$ cat src/logic/wdt_defs.svh
/*
  Constants for the watchdog / interval timer: widths, reset values,
  feed sequence bytes and clock figures.
  Assumes it is included by the package and by the timer module only.
*/
// What this block does
// in watchdog mode an unfed underflow requests a full system reset
// twelve-bit programmable prescaler followed by an eight-bit down counter
// counter steps once per pulse from a selected prescaler tap
// prescaler clock is peripheral clock or the 400 kHz watchdog oscillator
// only power-on reset returns state and configuration to defaults
// with reset function off, expiry raises an interrupt request instead
// a feed counts only after the complete two-byte write sequence
// peripheral clock selected and processor powered down: stop, no reset
// reset mode when the mode enable bit is one, else interval timer
// peripheral clock runs at half the processor core clock
// valid feed reloads the counter and restarts the prescaler
// interval underflow sets a sticky flag, counter reloads and continues
`ifndef WDT_DEFS_SVH
`define WDT_DEFS_SVH

`define WDT_PRE_W        12
`define WDT_CNT_W        8
`define WDT_TAP_W        4
`define WDT_PRE_RESET    12'h000
`define WDT_CNT_RESET    8'hFF
`define WDT_FEED_FIRST   8'hA5
`define WDT_FEED_SECOND  8'h5A
`define WDT_TAP_MAX      4'hB
`define WDT_SYS_CLK_KHZ  40000
`define WDT_OSC_KHZ      400

`endif

$ cat src/logic/wdt_pkg.sv
/*
  Types for the watchdog / interval timer.
  Assumes wdt_defs.svh is on the include path.
*/
`include "wdt_defs.svh"

package wdt_pkg;

    // feed sequencer, gray along idle -> first byte seen
    typedef enum logic [1:0] {
        FEED_IDLE  = 2'b00,
        FEED_FIRST = 2'b01
    } feed_state_t;

    typedef struct packed {
        logic                  reset_mode;
        logic                  osc_sel;
        logic [`WDT_TAP_W-1:0] tap_sel;
        logic [`WDT_CNT_W-1:0] reload;
    } wdt_cfg_t;

    typedef struct packed {
        logic                  strobe;
        logic [7:0]            data;
    } feed_wr_t;

endpackage

$ cat src/logic/watchdog_interval_timer.sv
/*
  Watchdog / interval timer: 12-bit prescaler, 8-bit down counter,
  two-byte feed, reset request or sticky interval flag on underflow.
  Assumes rst_n is the power-on reset only; core_clk_tick is a one-cycle
  pulse per processor core clock in the sys_clk domain; the watchdog
  oscillator pin is asynchronous and far slower than sys_clk.
*/
`timescale 1ns/1ps
`default_nettype none

module watchdog_interval_timer
    import wdt_pkg::*;
(
    // clock and power-on reset
    input  wire logic                  sys_clk,
    input  wire logic                  rst_n,
    // clock sources
    input  wire logic                  core_clk_tick,
    input  wire logic                  wdosc_pin,
    input  wire logic                  power_down,
    // configuration
    input  wire logic                  watchdog_reset_mode_enable,
    input  wire logic                  osc_sel,
    input  wire logic [`WDT_TAP_W-1:0] tap_sel,
    input  wire logic [`WDT_CNT_W-1:0] reload_value,
    input  wire logic                  cfg_write,
    // feed writes
    input  wire logic                  feed_strobe,
    input  wire logic [7:0]            feed_data,
    // status
    input  wire logic                  flag_clear,
    output logic                       system_reset_req,
    output logic                       interval_irq,
    output logic [`WDT_CNT_W-1:0]      count_value,
    output logic                       running
);

    // tap reached when all prescaler bits up to the tap are ones
    function automatic logic tap_hit(input logic [`WDT_PRE_W-1:0] pre,
                                     input logic [`WDT_TAP_W-1:0] sel);
        logic [`WDT_PRE_W-1:0] mask;
        logic [`WDT_TAP_W-1:0] s;
        s = (sel > `WDT_TAP_MAX) ? `WDT_TAP_MAX : sel;
        mask = {`WDT_PRE_W{1'b1}} >> (`WDT_TAP_MAX - s);
        tap_hit = ((pre & mask) == mask);
    endfunction

    // configuration, held through every reset except power-on
    wdt_cfg_t cfg_reg;
    wdt_cfg_t cfg_next;
    wdt_cfg_t cfg_in;

    assign cfg_in.reset_mode = watchdog_reset_mode_enable;
    assign cfg_in.osc_sel    = osc_sel;
    assign cfg_in.tap_sel    = tap_sel;
    assign cfg_in.reload     = reload_value;
    assign cfg_next          = cfg_write ? cfg_in : cfg_reg;

    always_ff @(posedge sys_clk) begin
        if (!rst_n) begin
            cfg_reg <= '0;
        end else begin
            cfg_reg <= cfg_next;
        end
    end

    // peripheral clock: every second core clock
    logic pclk_phase_reg;
    logic pclk_phase_next;
    wire  pclk_tick;

    assign pclk_tick       = core_clk_tick & pclk_phase_reg;
    assign pclk_phase_next = core_clk_tick ? ~pclk_phase_reg : pclk_phase_reg;

    always_ff @(posedge sys_clk) begin
        if (!rst_n) begin
            pclk_phase_reg <= 1'b0;
        end else begin
            pclk_phase_reg <= pclk_phase_next;
        end
    end

    // oscillator pin: three flops, a rising change counts when stages 2 and 3 agree
    logic [2:0] osc_sync_reg;
    logic       osc_level_reg;
    logic       osc_level_next;
    wire        osc_agree;
    wire        osc_tick;

    assign osc_agree      = (osc_sync_reg[1] == osc_sync_reg[2]);
    assign osc_level_next = osc_agree ? osc_sync_reg[2] : osc_level_reg;
    assign osc_tick       = osc_agree & osc_sync_reg[2] & ~osc_level_reg;

    always_ff @(posedge sys_clk) begin
        if (!rst_n) begin
            osc_sync_reg  <= 3'h0;
            osc_level_reg <= 1'b0;
        end else begin
            osc_sync_reg  <= {osc_sync_reg[1:0], wdosc_pin};
            osc_level_reg <= osc_level_next;
        end
    end

    // source selection and power-down gating
    wire halted;
    wire src_tick;

    // oscillator source keeps counting in power-down; only the
    // peripheral clock path stops, since that clock is gone then
    assign halted   = power_down & ~cfg_reg.osc_sel;
    assign src_tick = halted ? 1'b0 : (cfg_reg.osc_sel ? osc_tick : pclk_tick);

    // feed sequence
    feed_wr_t    feed_in;
    feed_state_t feed_state_reg;
    feed_state_t feed_state_next;
    wire         feed_ok;

    // a feed in the underflow cycle wins, so a late but valid feed
    // still suppresses both the reset request and the interval flag
    assign feed_in.strobe = feed_strobe;
    assign feed_in.data   = feed_data;
    assign feed_ok = feed_in.strobe & (feed_state_reg == FEED_FIRST)
                   & (feed_in.data == `WDT_FEED_SECOND);

    always_comb begin
        feed_state_next = feed_state_reg;
        case (feed_state_reg)
            FEED_IDLE: begin
                if (feed_in.strobe && feed_in.data == `WDT_FEED_FIRST) begin
                    feed_state_next = FEED_FIRST;
                end
            end
            FEED_FIRST: begin
                // a second write ends the sequence, good or not, unless it is A5 again
                if (feed_in.strobe) begin
                    feed_state_next = (feed_in.data == `WDT_FEED_FIRST) ? FEED_FIRST : FEED_IDLE;
                end
            end
            default: begin
                feed_state_next = FEED_IDLE;
            end
        endcase
    end

    always_ff @(posedge sys_clk) begin
        if (!rst_n) begin
            feed_state_reg <= FEED_IDLE;
        end else begin
            feed_state_reg <= feed_state_next;
        end
    end

    // prescaler and down counter
    logic [`WDT_PRE_W-1:0] pre_reg;
    logic [`WDT_PRE_W-1:0] pre_next;
    logic [`WDT_CNT_W-1:0] cnt_reg;
    logic [`WDT_CNT_W-1:0] cnt_next;
    wire                   tap_pulse;
    wire                   underflow;

    // prescaler free-runs; the tap only decides when the counter steps
    assign tap_pulse = src_tick & tap_hit(pre_reg, cfg_reg.tap_sel);
    assign underflow = tap_pulse & (cnt_reg == '0);

    always_comb begin
        pre_next = pre_reg;
        cnt_next = cnt_reg;
        if (feed_ok) begin
            pre_next = `WDT_PRE_RESET;
            cnt_next = cfg_reg.reload;
        end else if (src_tick) begin
            pre_next = pre_reg + `WDT_PRE_W'(1);
            if (underflow) begin
                cnt_next = cfg_reg.reload;
            end else if (tap_pulse) begin
                cnt_next = cnt_reg - `WDT_CNT_W'(1);
            end
        end
    end

    always_ff @(posedge sys_clk) begin
        if (!rst_n) begin
            pre_reg <= `WDT_PRE_RESET;
            cnt_reg <= `WDT_CNT_RESET;
        end else begin
            pre_reg <= pre_next;
            cnt_reg <= cnt_next;
        end
    end

    // reset request or sticky interval flag; set beats clear
    logic reset_req_reg;
    logic reset_req_next;
    logic flag_reg;
    logic flag_next;
    logic running_reg;

    assign reset_req_next = underflow & ~feed_ok & cfg_reg.reset_mode;
    assign flag_next = (underflow & ~feed_ok & ~cfg_reg.reset_mode)
                     | (flag_reg & ~flag_clear);

    always_ff @(posedge sys_clk) begin
        if (!rst_n) begin
            reset_req_reg <= 1'b0;
            flag_reg      <= 1'b0;
            running_reg   <= 1'b0;
        end else begin
            reset_req_reg <= reset_req_next;
            flag_reg      <= flag_next;
            running_reg   <= ~halted;
        end
    end

    assign system_reset_req = reset_req_reg;
    assign interval_irq     = flag_reg;
    assign count_value      = cnt_reg;
    assign running          = running_reg;

endmodule

`default_nettype wire

$ cat config.mk
export PLATFORM = sky130hd
export DESIGN_NAME = watchdog_interval_timer
export DESIGN_NICKNAME = d
export VERILOG_FILES = /design/src/logic/wdt_pkg.sv /design/src/logic/watchdog_interval_timer.sv
export VERILOG_INCLUDE_DIRS = /design/src /design/src/logic
export SDC_FILE = /design/constraint.sdc
export NUM_CORES = 1
export LEC_CHECK = 0
export BUFFER_PORTS_ARGS = -buffer_cell sky130_fd_sc_hd__buf_2
export CORE_MARGIN = 10
export CORE_UTILIZATION = 55
export CTS_CLUSTER_DIAMETER = 100
export DETAILED_ROUTE_END_ITERATION = 6
export GPL_TIMING_DRIVEN = 0
export PLACE_DENSITY = 0.79
export SLEW_MARGIN = 25
export SYNTH_ARGS = -nofsm -noshare
export SYNTH_HDL_FRONTEND = slang
export SYNTH_SLANG_ARGS = --single-unit
$ cat constraint.sdc
create_clock -name sys_clk -period 3 [get_ports sys_clk]
set_input_delay 0.6 -clock sys_clk [delete_from_list [all_inputs] [get_ports sys_clk]]
set_output_delay 0.6 -clock sys_clk [all_outputs]
set_load 0.02 [all_outputs]
### After elaboration in Yosys (flattened, before gate mapping)

Cells that the tools add are included.

* bitwise operators: 22
* eq/ne operators: 7
* $lt $le $gt $ge: 1
* reductions and logical operators: 8
* add/sub/neg operators: 3
* multiplexer cells: 11
* shift-type cells: 1

Operators with widths (number)
* 8-bit 2-to-1 mux: 4
* 12-bit by 1-bit adder with 12-bit output (second input constant): 1
* 1-bit bitwise AND: 12
* 12-bit bitwise AND: 1
* 12-bit equality test: 1
* 12-bit by 4-bit >> shifter with 12-bit output (first input constant): 1
* 8-bit by 7-bit equality test with 1-bit output (second input constant): 1
* 8-bit equality test (second input constant): 1
* 8-bit logical NOT: 1
* 1-bit inverter: 8
* 8-bit by 1-bit subtractor with 8-bit output (second input constant): 1
* 4-bit greater-than comparator (second input constant): 1
* 2-bit 2-to-1 mux: 2
* 4-bit 2-to-1 mux: 1
* 2-bit != test (second input constant): 2
* 2-bit case mux with 2 select lines: 1
* 2-bit AND reduction: 2
* 4-bit subtractor (first input constant): 1
* 1-bit 2-to-1 mux: 3
* 3-bit nonzero test: 1
* 2-bit by 1-bit equality test with 1-bit output (second input constant): 1
* 2-bit logical NOT: 1
* 2-bit nonzero test: 1
* 2-bit OR reduction: 1
* 3 further kinds: 3

* word-level logic and storage cells: 66
* output and inout bits: 11
* input bits: 30
* bits in registers: 44

### Longest topological paths before layout

Gate-level depths: netlist of run 1.

* depth in word-level cells: 11
* depth in mapped cells: 9
* gate-level depth less buffers: 8

### Worst setup path after synthesis of run 1

No wires, ideal clock.

* path kind: in2reg
* from: in power_down
* to: reg cnt_reg[1], in the netlist count_value[1]
* stages: 7
* library setup time: 0.122 ns
* data arrival time: 1.969 ns
* path slack: 0.909 ns
* buffers on the path: 1
* data required time: 2.878 ns
* cells stage by stage: and4bb_1 -> or2_1 -> buf_6 -> o2111a_4 -> a41oi_2 -> or2_0 -> a221o_1

* cells in the longest elaborated chain, start to end: 7
* elaborated cells on any way between the ends: 10
* classes of those cells: mux: 4; bitwise: 3; reduce/logical: 3

Ends and longest elaborated chain
* from (decl): RTL line watchdog_interval_timer.sv:20 `input wire logic power_down,`
* 1-bit bitwise AND *: RTL line watchdog_interval_timer.sv:110 `assign halted = power_down & ~cfg_reg.osc_sel;`
* 1-bit 2-to-1 mux *: RTL line watchdog_interval_timer.sv:111 `assign src_tick = halted ? 1'b0 : (cfg_reg.osc_sel ? osc_tick : pclk_tick);`
* 1-bit bitwise AND: RTL line watchdog_interval_timer.sv:163 `assign tap_pulse = src_tick & tap_hit(pre_reg, cfg_reg.tap_sel);`
* 1-bit bitwise AND: RTL line watchdog_interval_timer.sv:164 `assign underflow = tap_pulse & (cnt_reg == '0);`
* 8-bit 2-to-1 mux: RTL line watchdog_interval_timer.sv:174 `if (underflow) begin`
* 8-bit 2-to-1 mux: RTL line watchdog_interval_timer.sv:172 `end else if (src_tick) begin`
* 8-bit 2-to-1 mux: RTL line watchdog_interval_timer.sv:169 `if (feed_ok) begin`
* to (signal assigned): RTL line watchdog_interval_timer.sv:185 `` cnt_reg <= `WDT_CNT_RESET; ``
* to (signal assigned): RTL line watchdog_interval_timer.sv:188 `cnt_reg <= cnt_next;`
* to (decl): RTL line watchdog_interval_timer.sv:157 `` logic [`WDT_CNT_W-1:0] cnt_reg; ``

Mark *: on every way between the ends. The rest lies on a longest branch, timed or not. The select of a mux whose other input is x is not followed.
A chain may end at the register's enable or synchronous reset.

### Final worst setup path of run 1

* from: reg osc_sync_reg[1]
* to: reg cnt_reg[4], in the netlist count_value[4]

* cells in the longest elaborated chain, start to end: 10
* elaborated cells on any way between the ends: 13
* classes of those cells: eq/ne: 1; mux: 5; bitwise: 4; reduce/logical: 3

Ends and longest elaborated chain
* from (decl): RTL line watchdog_interval_timer.sv:84 `logic [2:0] osc_sync_reg;`
* from (signal assigned): RTL line watchdog_interval_timer.sv:99 `osc_sync_reg <= {osc_sync_reg[1:0], wdosc_pin};`
* 1-bit equality test *: RTL line watchdog_interval_timer.sv:90 `assign osc_agree = (osc_sync_reg[1] == osc_sync_reg[2]);`
* 1-bit bitwise AND * (2 in series): RTL line watchdog_interval_timer.sv:92 `assign osc_tick = osc_agree & osc_sync_reg[2] & ~osc_level_reg;`
* 1-bit 2-to-1 mux * (2 in series): RTL line watchdog_interval_timer.sv:111
* 1-bit bitwise AND: RTL line watchdog_interval_timer.sv:163
* 1-bit bitwise AND: RTL line watchdog_interval_timer.sv:164
* 8-bit 2-to-1 mux: RTL line watchdog_interval_timer.sv:174
* 8-bit 2-to-1 mux: RTL line watchdog_interval_timer.sv:172
* 8-bit 2-to-1 mux: RTL line watchdog_interval_timer.sv:169

Marked as above.

==> flow_metrics.tcl, run 1 <==
set metrics [dict create \
    numPortBuffers 39 \
    r2r_cells 8 \
    grt_usage_pct 14.4 \
    hold_class "reg2reg" \
    pwr-share-clk_pct 36.3 \
    drt_iter0_drc 173 \
    yosys-top-cells-count "dfxtp_1 (43), nor2_1 (35), mux2i_1 (15)" \
    powerDensity_mw_per_mm2 454 \
    critPathArrivalTime_ps 2340 \
    switching_share_pct 23.5 \
    crit_path_max_incr_delay_ps 520 \
    yosys-top-cells-area "dfxtp_1 (41%), mux2i_1 (7.2%), nor2_1 (6.3%), xor2_1 (2.9%), a21oi_1 (2.6%)" \
    fp.coreArea_mm2 0.00366 \
    drc 0 \
    synth_area_mm2 0.00208 \
    tightest_slew_ps 764 \
    finalCriticalPeriod_ps 2170 \
    syn_inst 223 \
    cts_max_level 2 \
    startpoint_type "flip-flop" \
    dp_slack_ps 679 \
    synthFlopType "dfxtp_1" \
    synthMuxAreaShare_pct 7.20 \
    critPathKind "reg2reg" \
    grt_pass1_wl_um 7690 \
    num_io_pins 41 \
    internal_power_mw 0.847 \
    synth_seq_cells 43 \
    cts_setup_buffers 0 \
    clkSinkCount 43 \
    hold_buffers 0 \
    max_freq_mhz 461 \
    synth_top_area_share_pct 41.3 \
    power.switching_mw 0.260 \
    nFillCells 323 \
    syn_to_final_growth_pct 17.0 \
    fp.dieArea_mm2 0.00665 \
    crit-reg2reg-launch "osc_sync_reg[1]" \
    min_delay_path_depth 1 \
    setup_tns_ps 0 \
    cts_made_buffers 5 \
    hold_start "osc_sync_reg[0]" \
    setup_ws_ps 829 \
    multi_input_comb_area_mm2 0.00114 \
    die_y_um 81.6 \
    path_clk_slew_ps 90 \
    synth_top_family_by_area "simple AND/OR/NAND/NOR gates" \
    cts_tree "yes" \
    antenna_found_initial 0 \
    num_antenna_cells 0 \
    synthesis.nets 256 \
    finalWeightedCongestion 0.831 \
    grt_max_degree 13 \
    ant_nets 0 \
    combPwrFrac_pct 9.2 \
    num_vias 1751 \
    wirelength_um 4640 \
    fin_nets 302 \
    grt_pass1_vias 1614 \
    synthAdderAreaFrac_pct 2.34 \
    yosysWarnings 0 \
    slew_headroom_pct 49.0 \
    wl_per_cell_um 14.6 \
    async_reset_ff_share_pct 0 \
    crit_fanout 7 \
    setup_violations 0 \
    overflow 0 \
    r2r_slack_ps 830 \
    synth-compound-area-share_pct 14.9 \
    synthSimpleGateAreaFrac_pct 25.0 \
    hold_violations 0 \
    synth.largest_area_cell "dfxtp_1" \
    drive_gt1_share_pct 23.0 \
    clk_latency_ps 300 \
    first_pass_iters 4 \
    post_drt_via_cell_ratio 5.51 \
    start_util_pct 56.9 \
    ctsResizeCount 0 \
    clock_path_buffers 2 \
    syn_area_per_cell_um2 9.35 \
    cpMaxStageDelayCell "a2111oi_0" \
    path_cells "ha_1, and3b_2, or2_1, buf_6, o2111a_4, and3_2, a2111oi_0, a21oi_1" \
    rsz0062_at_grt "no" \
    power_leakage_nw 1.05 \
    die_w_um 81.6 \
    regArea_um2 861 \
    min_to "osc_sync_reg[1]" \
    synthXorXnorAreaFrac_pct 5.04 \
    status "complete, no violations" \
    crit_required_ps 3170 \
    ys_seq_area_share_pct 41.3 \
    power_frac_seq_pct 54.5 \
    ys_types 56 \
    end_kind "flip-flop" \
    synth_edf_count 0 \
    synth_most_common_cell "dfxtp_1" \
    drv_slew 0 \
    largest_reg_flops 14 \
    max-cap-violations 0 \
    hpwlAfterDp_um 3460 \
    fp-row-count 22 \
    r2r_end "count_value[4]" \
    period_share_pct 72.4 \
    clock_skew_ps 13.0 \
    cts_root_buffer "clkbuf_8" \
    utilization_pct 66.6 \
    ir_drop_mv 0.343 \
]
## worst max path at each step
stage	to	cells after the start	startpoint	slack, ps
final	count_value[4]	8	osc_sync_reg[1]	830
after global routing	count_value[3]	9	count_value[0]	720
after CTS	count_value[1]	8	count_value[0]	860
after detailed placement	count_value[1]	8	power_down	680
after global placement	count_value[1]	8	power_down	680
after floorplan	count_value[1]	7	power_down	910
## layout make-up
type	instances	share of cell area [%]
Inverter	10	1.54
Timing Repair Buffer	39	8.00
Multi-Input combinational cell	161	46.6
Sequential cell	43	35.3
Clock buffer	8	4.10
Buffer	9	2.05
Tap cell	48	2.46
## layer usage
layer	up-vias	track usage, %	share of wire [%]
li1	883	-	-
met1	814	18.3	46
met2	48	22.7	47
met3	6	5.24	6.7
met4	0	3.81	0.86
met5	-	0	0
## through the flow
| step | cell area, µm² | cells | power [mW] | hold WS, ps |
|---|---|---|---|---|
| global placement | 2340 | 310 | 0.716 | 420 |
| global route | 2440 | 318 | 1.15 | 468 |
| finish | 2440 | 318 | 1.11 | 440 |
| detailed placement | 2340 | 310 | 0.720 | 428 |
| floorplan | 2080 | 223 | 0.679 | 412 |
| CTS | 2440 | 318 | 1.12 | 447 |
## cell families (layout without fill, tap and decap cells)
logic type,Yosys count,after routing
AO/OA/AOI/OAI,38,38
XOR/XNOR,12,12
adder cells (fa/ha/maj),4,4
buffers and inverters,19,66
flip-flops,43,43
multiplexers,15,15
AND/OR/NAND/NOR,92,92
## power by group through the flow
stage          Combinational, mW  Sequential (mW)  Clock [mW]
2_1_floorplan             0.0621            0.617           0
5_1_grt                    0.113            0.607       0.432
3_3_place_gp              0.0999            0.616           0
4_1_cts                    0.103            0.603       0.411
3_5_place_dp               0.103            0.617           0
6_report                   0.102            0.604       0.402
## cell usage in the layout (no fill, tap or decap), drive strengths merged, types with 3 or more instances in the layout
| cell type | count |
|---|---|
| a21oi | 11 |
| nor4bb | 3 |
| nand3 | 7 |
| nor2 | 36 |
| nor3 | 4 |
| xnor2 | 5 |
| dfxtp | 43 |
| inv | 10 |
| nand2 | 8 |
| buf | 45 |
| and2 | 5 |
| xor2 | 7 |
| o21ai | 6 |
| mux2i | 15 |
| clkbuf | 11 |
| ha | 3 |
| and3 | 4 |
| nand2b | 6 |
## worst max-delay path, delay by kind of cell (launching register included)
family | cells | cell delay, ps
AND/OR/NAND/NOR | 3 | 660
flip-flops | 1 | 310
buffers and inverters | 1 | 140
adder cells (fa/ha/maj) | 1 | 180
AO/OA/AOI/OAI | 3 | 760
Power figures use the tool's default switching activity.
==> run 2, diff against run 1 <==
- ABC_AREA: unset -> 1
- CORE_UTILIZATION: 55 -> 54
- PLACE_DENSITY: 0.79 -> 0.77
- clock period: 3 -> 2 ns (I/O delays scaled with it)
==> run 2 against run 1 <==
  * Synthesized cell count is 36% higher
  * Sequential cell count is the same
  * Critical endpoint is now count_value[2]
  * Utilization is 0.74 points higher
  * Power rose by 66%
  * Non-clock buffer count down 2
  * Sequential share of layout area shrank 1.2 points
  * Highest routed layer unchanged
==> flow_metrics.tcl, run 2 <==
set metrics [dict create \
    fp.dieArea_mm2 0.00687 \
    grt_pass1_wl_um 8310 \
    r2r_slack_ps 280 \
    syn_area_per_cell_um2 7.02 \
    synth_seq_cells 43 \
    path_clk_slew_ps 80 \
    top_layer_used "met4" \
    grt_max_degree 14 \
    die_w_um 82.9 \
    clk_latency_ps 290 \
    antenna_found_initial 0 \
    met2WireLength_um 2210 \
    final_cell_mix "nand2_1 (59), inv_1 (52), dfxtp_1 (43)" \
    period_share_pct 85.9 \
    hold_buffers 0 \
    synthesis.nets 337 \
    overflow 0 \
    wl_per_cell_um 12.2 \
    num_vias 1983 \
    cts_setup_buffers 0 \
    tightest_slew_ps 477 \
    synth.largest_area_cell "dfxtp_1" \
    min_to "osc_sync_reg[0]" \
    r2r_cells 9 \
    cpLargestDelayFamily "simple AND/OR/NAND/NOR gates" \
    cts_tree "yes" \
    synthFlopType "dfxtp_1" \
    powerDensity_mw_per_mm2 727 \
    drt_iter0_drc 91 \
    fp-row-count 22 \
    r2r_end "count_value[2]" \
    cp_common_cell "nand2_1" \
    startpoint_type "flip-flop" \
    power_leakage_nw 1.20 \
    setup_violations 0 \
    post_drt_via_cell_ratio 4.97 \
    setup_tns_ps 0 \
    finalWeightedCongestion 0.844 \
    critPathArrivalTime_ps 1910 \
    path_cells "inv_1, ha_1, nand4_1, nor2_1, nand4_4, nand2_4, nand2_1, nand3_1, nand2_1" \
    hold_start "wdosc_pin" \
    slew_headroom_pct 68.2 \
    wirelength_um 4880 \
    crit_fanout 10 \
    cts_made_buffers 5 \
    synth_top_area_share_pct 40.3 \
    hpwlAfterDp_um 3720 \
    hold_class "in2reg" \
    cts_root_buffer "clkbuf_8" \
    wl_met3_um 257 \
    fp.coreArea_mm2 0.00374 \
    hold_violations 0 \
    syn_inst 304 \
    m1WireLength_um 2350 \
    drive_gt1_share_pct 18.8 \
    die_y_um 82.9 \
    ir_drop_mv 0.490 \
    status "complete, no violations" \
    ant_nets 0 \
    nFillCells 355 \
    max-cap-violations 0 \
    grt_pass1_vias 1957 \
    largest_reg_flops 14 \
    stdcell_count 399 \
    crit_buf_inv 1 \
    synth_most_common_cell "nand2_1" \
    numPortBuffers 39 \
    synth_area_mm2 0.00213 \
    first_pass_iters 5 \
    num_antenna_cells 0 \
    placedCellCount 391 \
    crit_required_ps 2190 \
    holdWs_ps 287 \
    yosys-top-cells-count "nand2_1 (59), inv_1 (52), dfxtp_1 (43)" \
    critPathKind "reg2reg" \
    ys_types 33 \
    drv_slew 0 \
    cts_max_level 2 \
    start_util_pct 57.0 \
    syn_to_final_growth_pct 18.2 \
    final_common_cell "nand2_1" \
    drc 0 \
    max_freq_mhz 582 \
    clock_skew_ps 2.95 \
    synth_edf_count 0 \
    clock_path_buffers 2 \
    ctsResizeCount 0 \
    ys_seq_area_share_pct 40.3 \
    clkSinkCount 43 \
    finalCriticalPeriod_ps 1720 \
    end_kind "flip-flop" \
    num_io_pins 41 \
    min_delay_path_depth 3 \
    fin_nets 383 \
    yosysWarnings 0 \
    crit_path_max_incr_delay_ps 330 \
    yosys-top-cells-area "dfxtp_1 (40%), nand2_1 (10%), inv_1 (9.1%), nand3_1 (6.3%), a21oi_1 (5.6%)" \
    grt_usage_pct 13.7 \
    async_reset_ff_share_pct 0 \
    cpMaxStageDelayCell "dfxtp_1" \
    crit-reg2reg-launch "count_value[0]" \
    rsz0062_at_grt "no" \
]
## run 2: worst min-delay path: stages
cell	delay, ps
buf_2	70
nand2_1	40
inv_1	40
## run 2: layout make-up
| type | count | area [µm²] | share of cell area, % |
|---|---|---|---|
| clock buffer | 6 | 72.6 | 2.88 |
| clock inverter | 2 | 60.1 | 2.38 |
| buffer | 7 | 38.8 | 1.54 |
| inverter | 56 | 210 | 8.33 |
| timing repair buffer | 39 | 195 | 7.74 |
| sequential | 43 | 861 | 34.1 |
| multi-input combinational | 198 | 1020 | 40.6 |
| tap | 48 | 60.1 | 2.38 |
## run 2: cell families after synthesis
| family | after synthesis | share of synthesized area [%] |
|---|---|---|
| xor+xnor | 8 | 3.28 |
| flops | 43 | 40.3 |
| simple gates | 132 | 29.0 |
| compound gates | 55 | 14.0 |
| buf+inv | 63 | 11.7 |
| fa+ha+maj | 3 | 1.76 |
## run 2: power breakdown
part / switching, mW / internal, mW
sequential: 0.0144 / 0.883
combinational: 0.0856 / 0.0547
clock: 0.297 / 0.499
## run 2: worst max path at each step
| stage | from | end | slack (ps) | depth (start not counted) |
|---|---|---|---|---|
| 2_1_floorplan | count_value[0] | count_value[0] | 460 | 9 |
| 3_5_place_dp | core_clk_tick | count_value[3] | 260 | 12 |
| 4_1_cts | osc_sync_reg[1] | count_value[2] | 290 | 10 |
| 3_3_place_gp | core_clk_tick | count_value[4] | 260 | 12 |
| 6_report | count_value[0] | count_value[2] | 280 | 9 |
| 5_1_grt | count_value[0] | count_value[2] | 140 | 9 |
## run 2: routing by layer
layer | GRT usage, % | vias up
met4 | 5.69 | 0
met2 | 22.0 | 44
met5 | 0 | -
li1 | - | 1054
met1 | 16.8 | 877
met3 | 3.81 | 8
## run 2: through the flow
stage / setup slack (ps) / total power [mW] / instance area (µm²) / utilization, %
after detailed placement: 256 / 1.06 / 2390 / 63.8
after global routing: 138 / 1.90 / 2520 / 67.4
after global placement: 264 / 1.05 / 2390 / 63.8
after floorplan: 464 / 1.00 / 2130 / -
final: 282 / 1.83 / 2520 / 67.4
after CTS: 288 / 1.84 / 2520 / 67.4
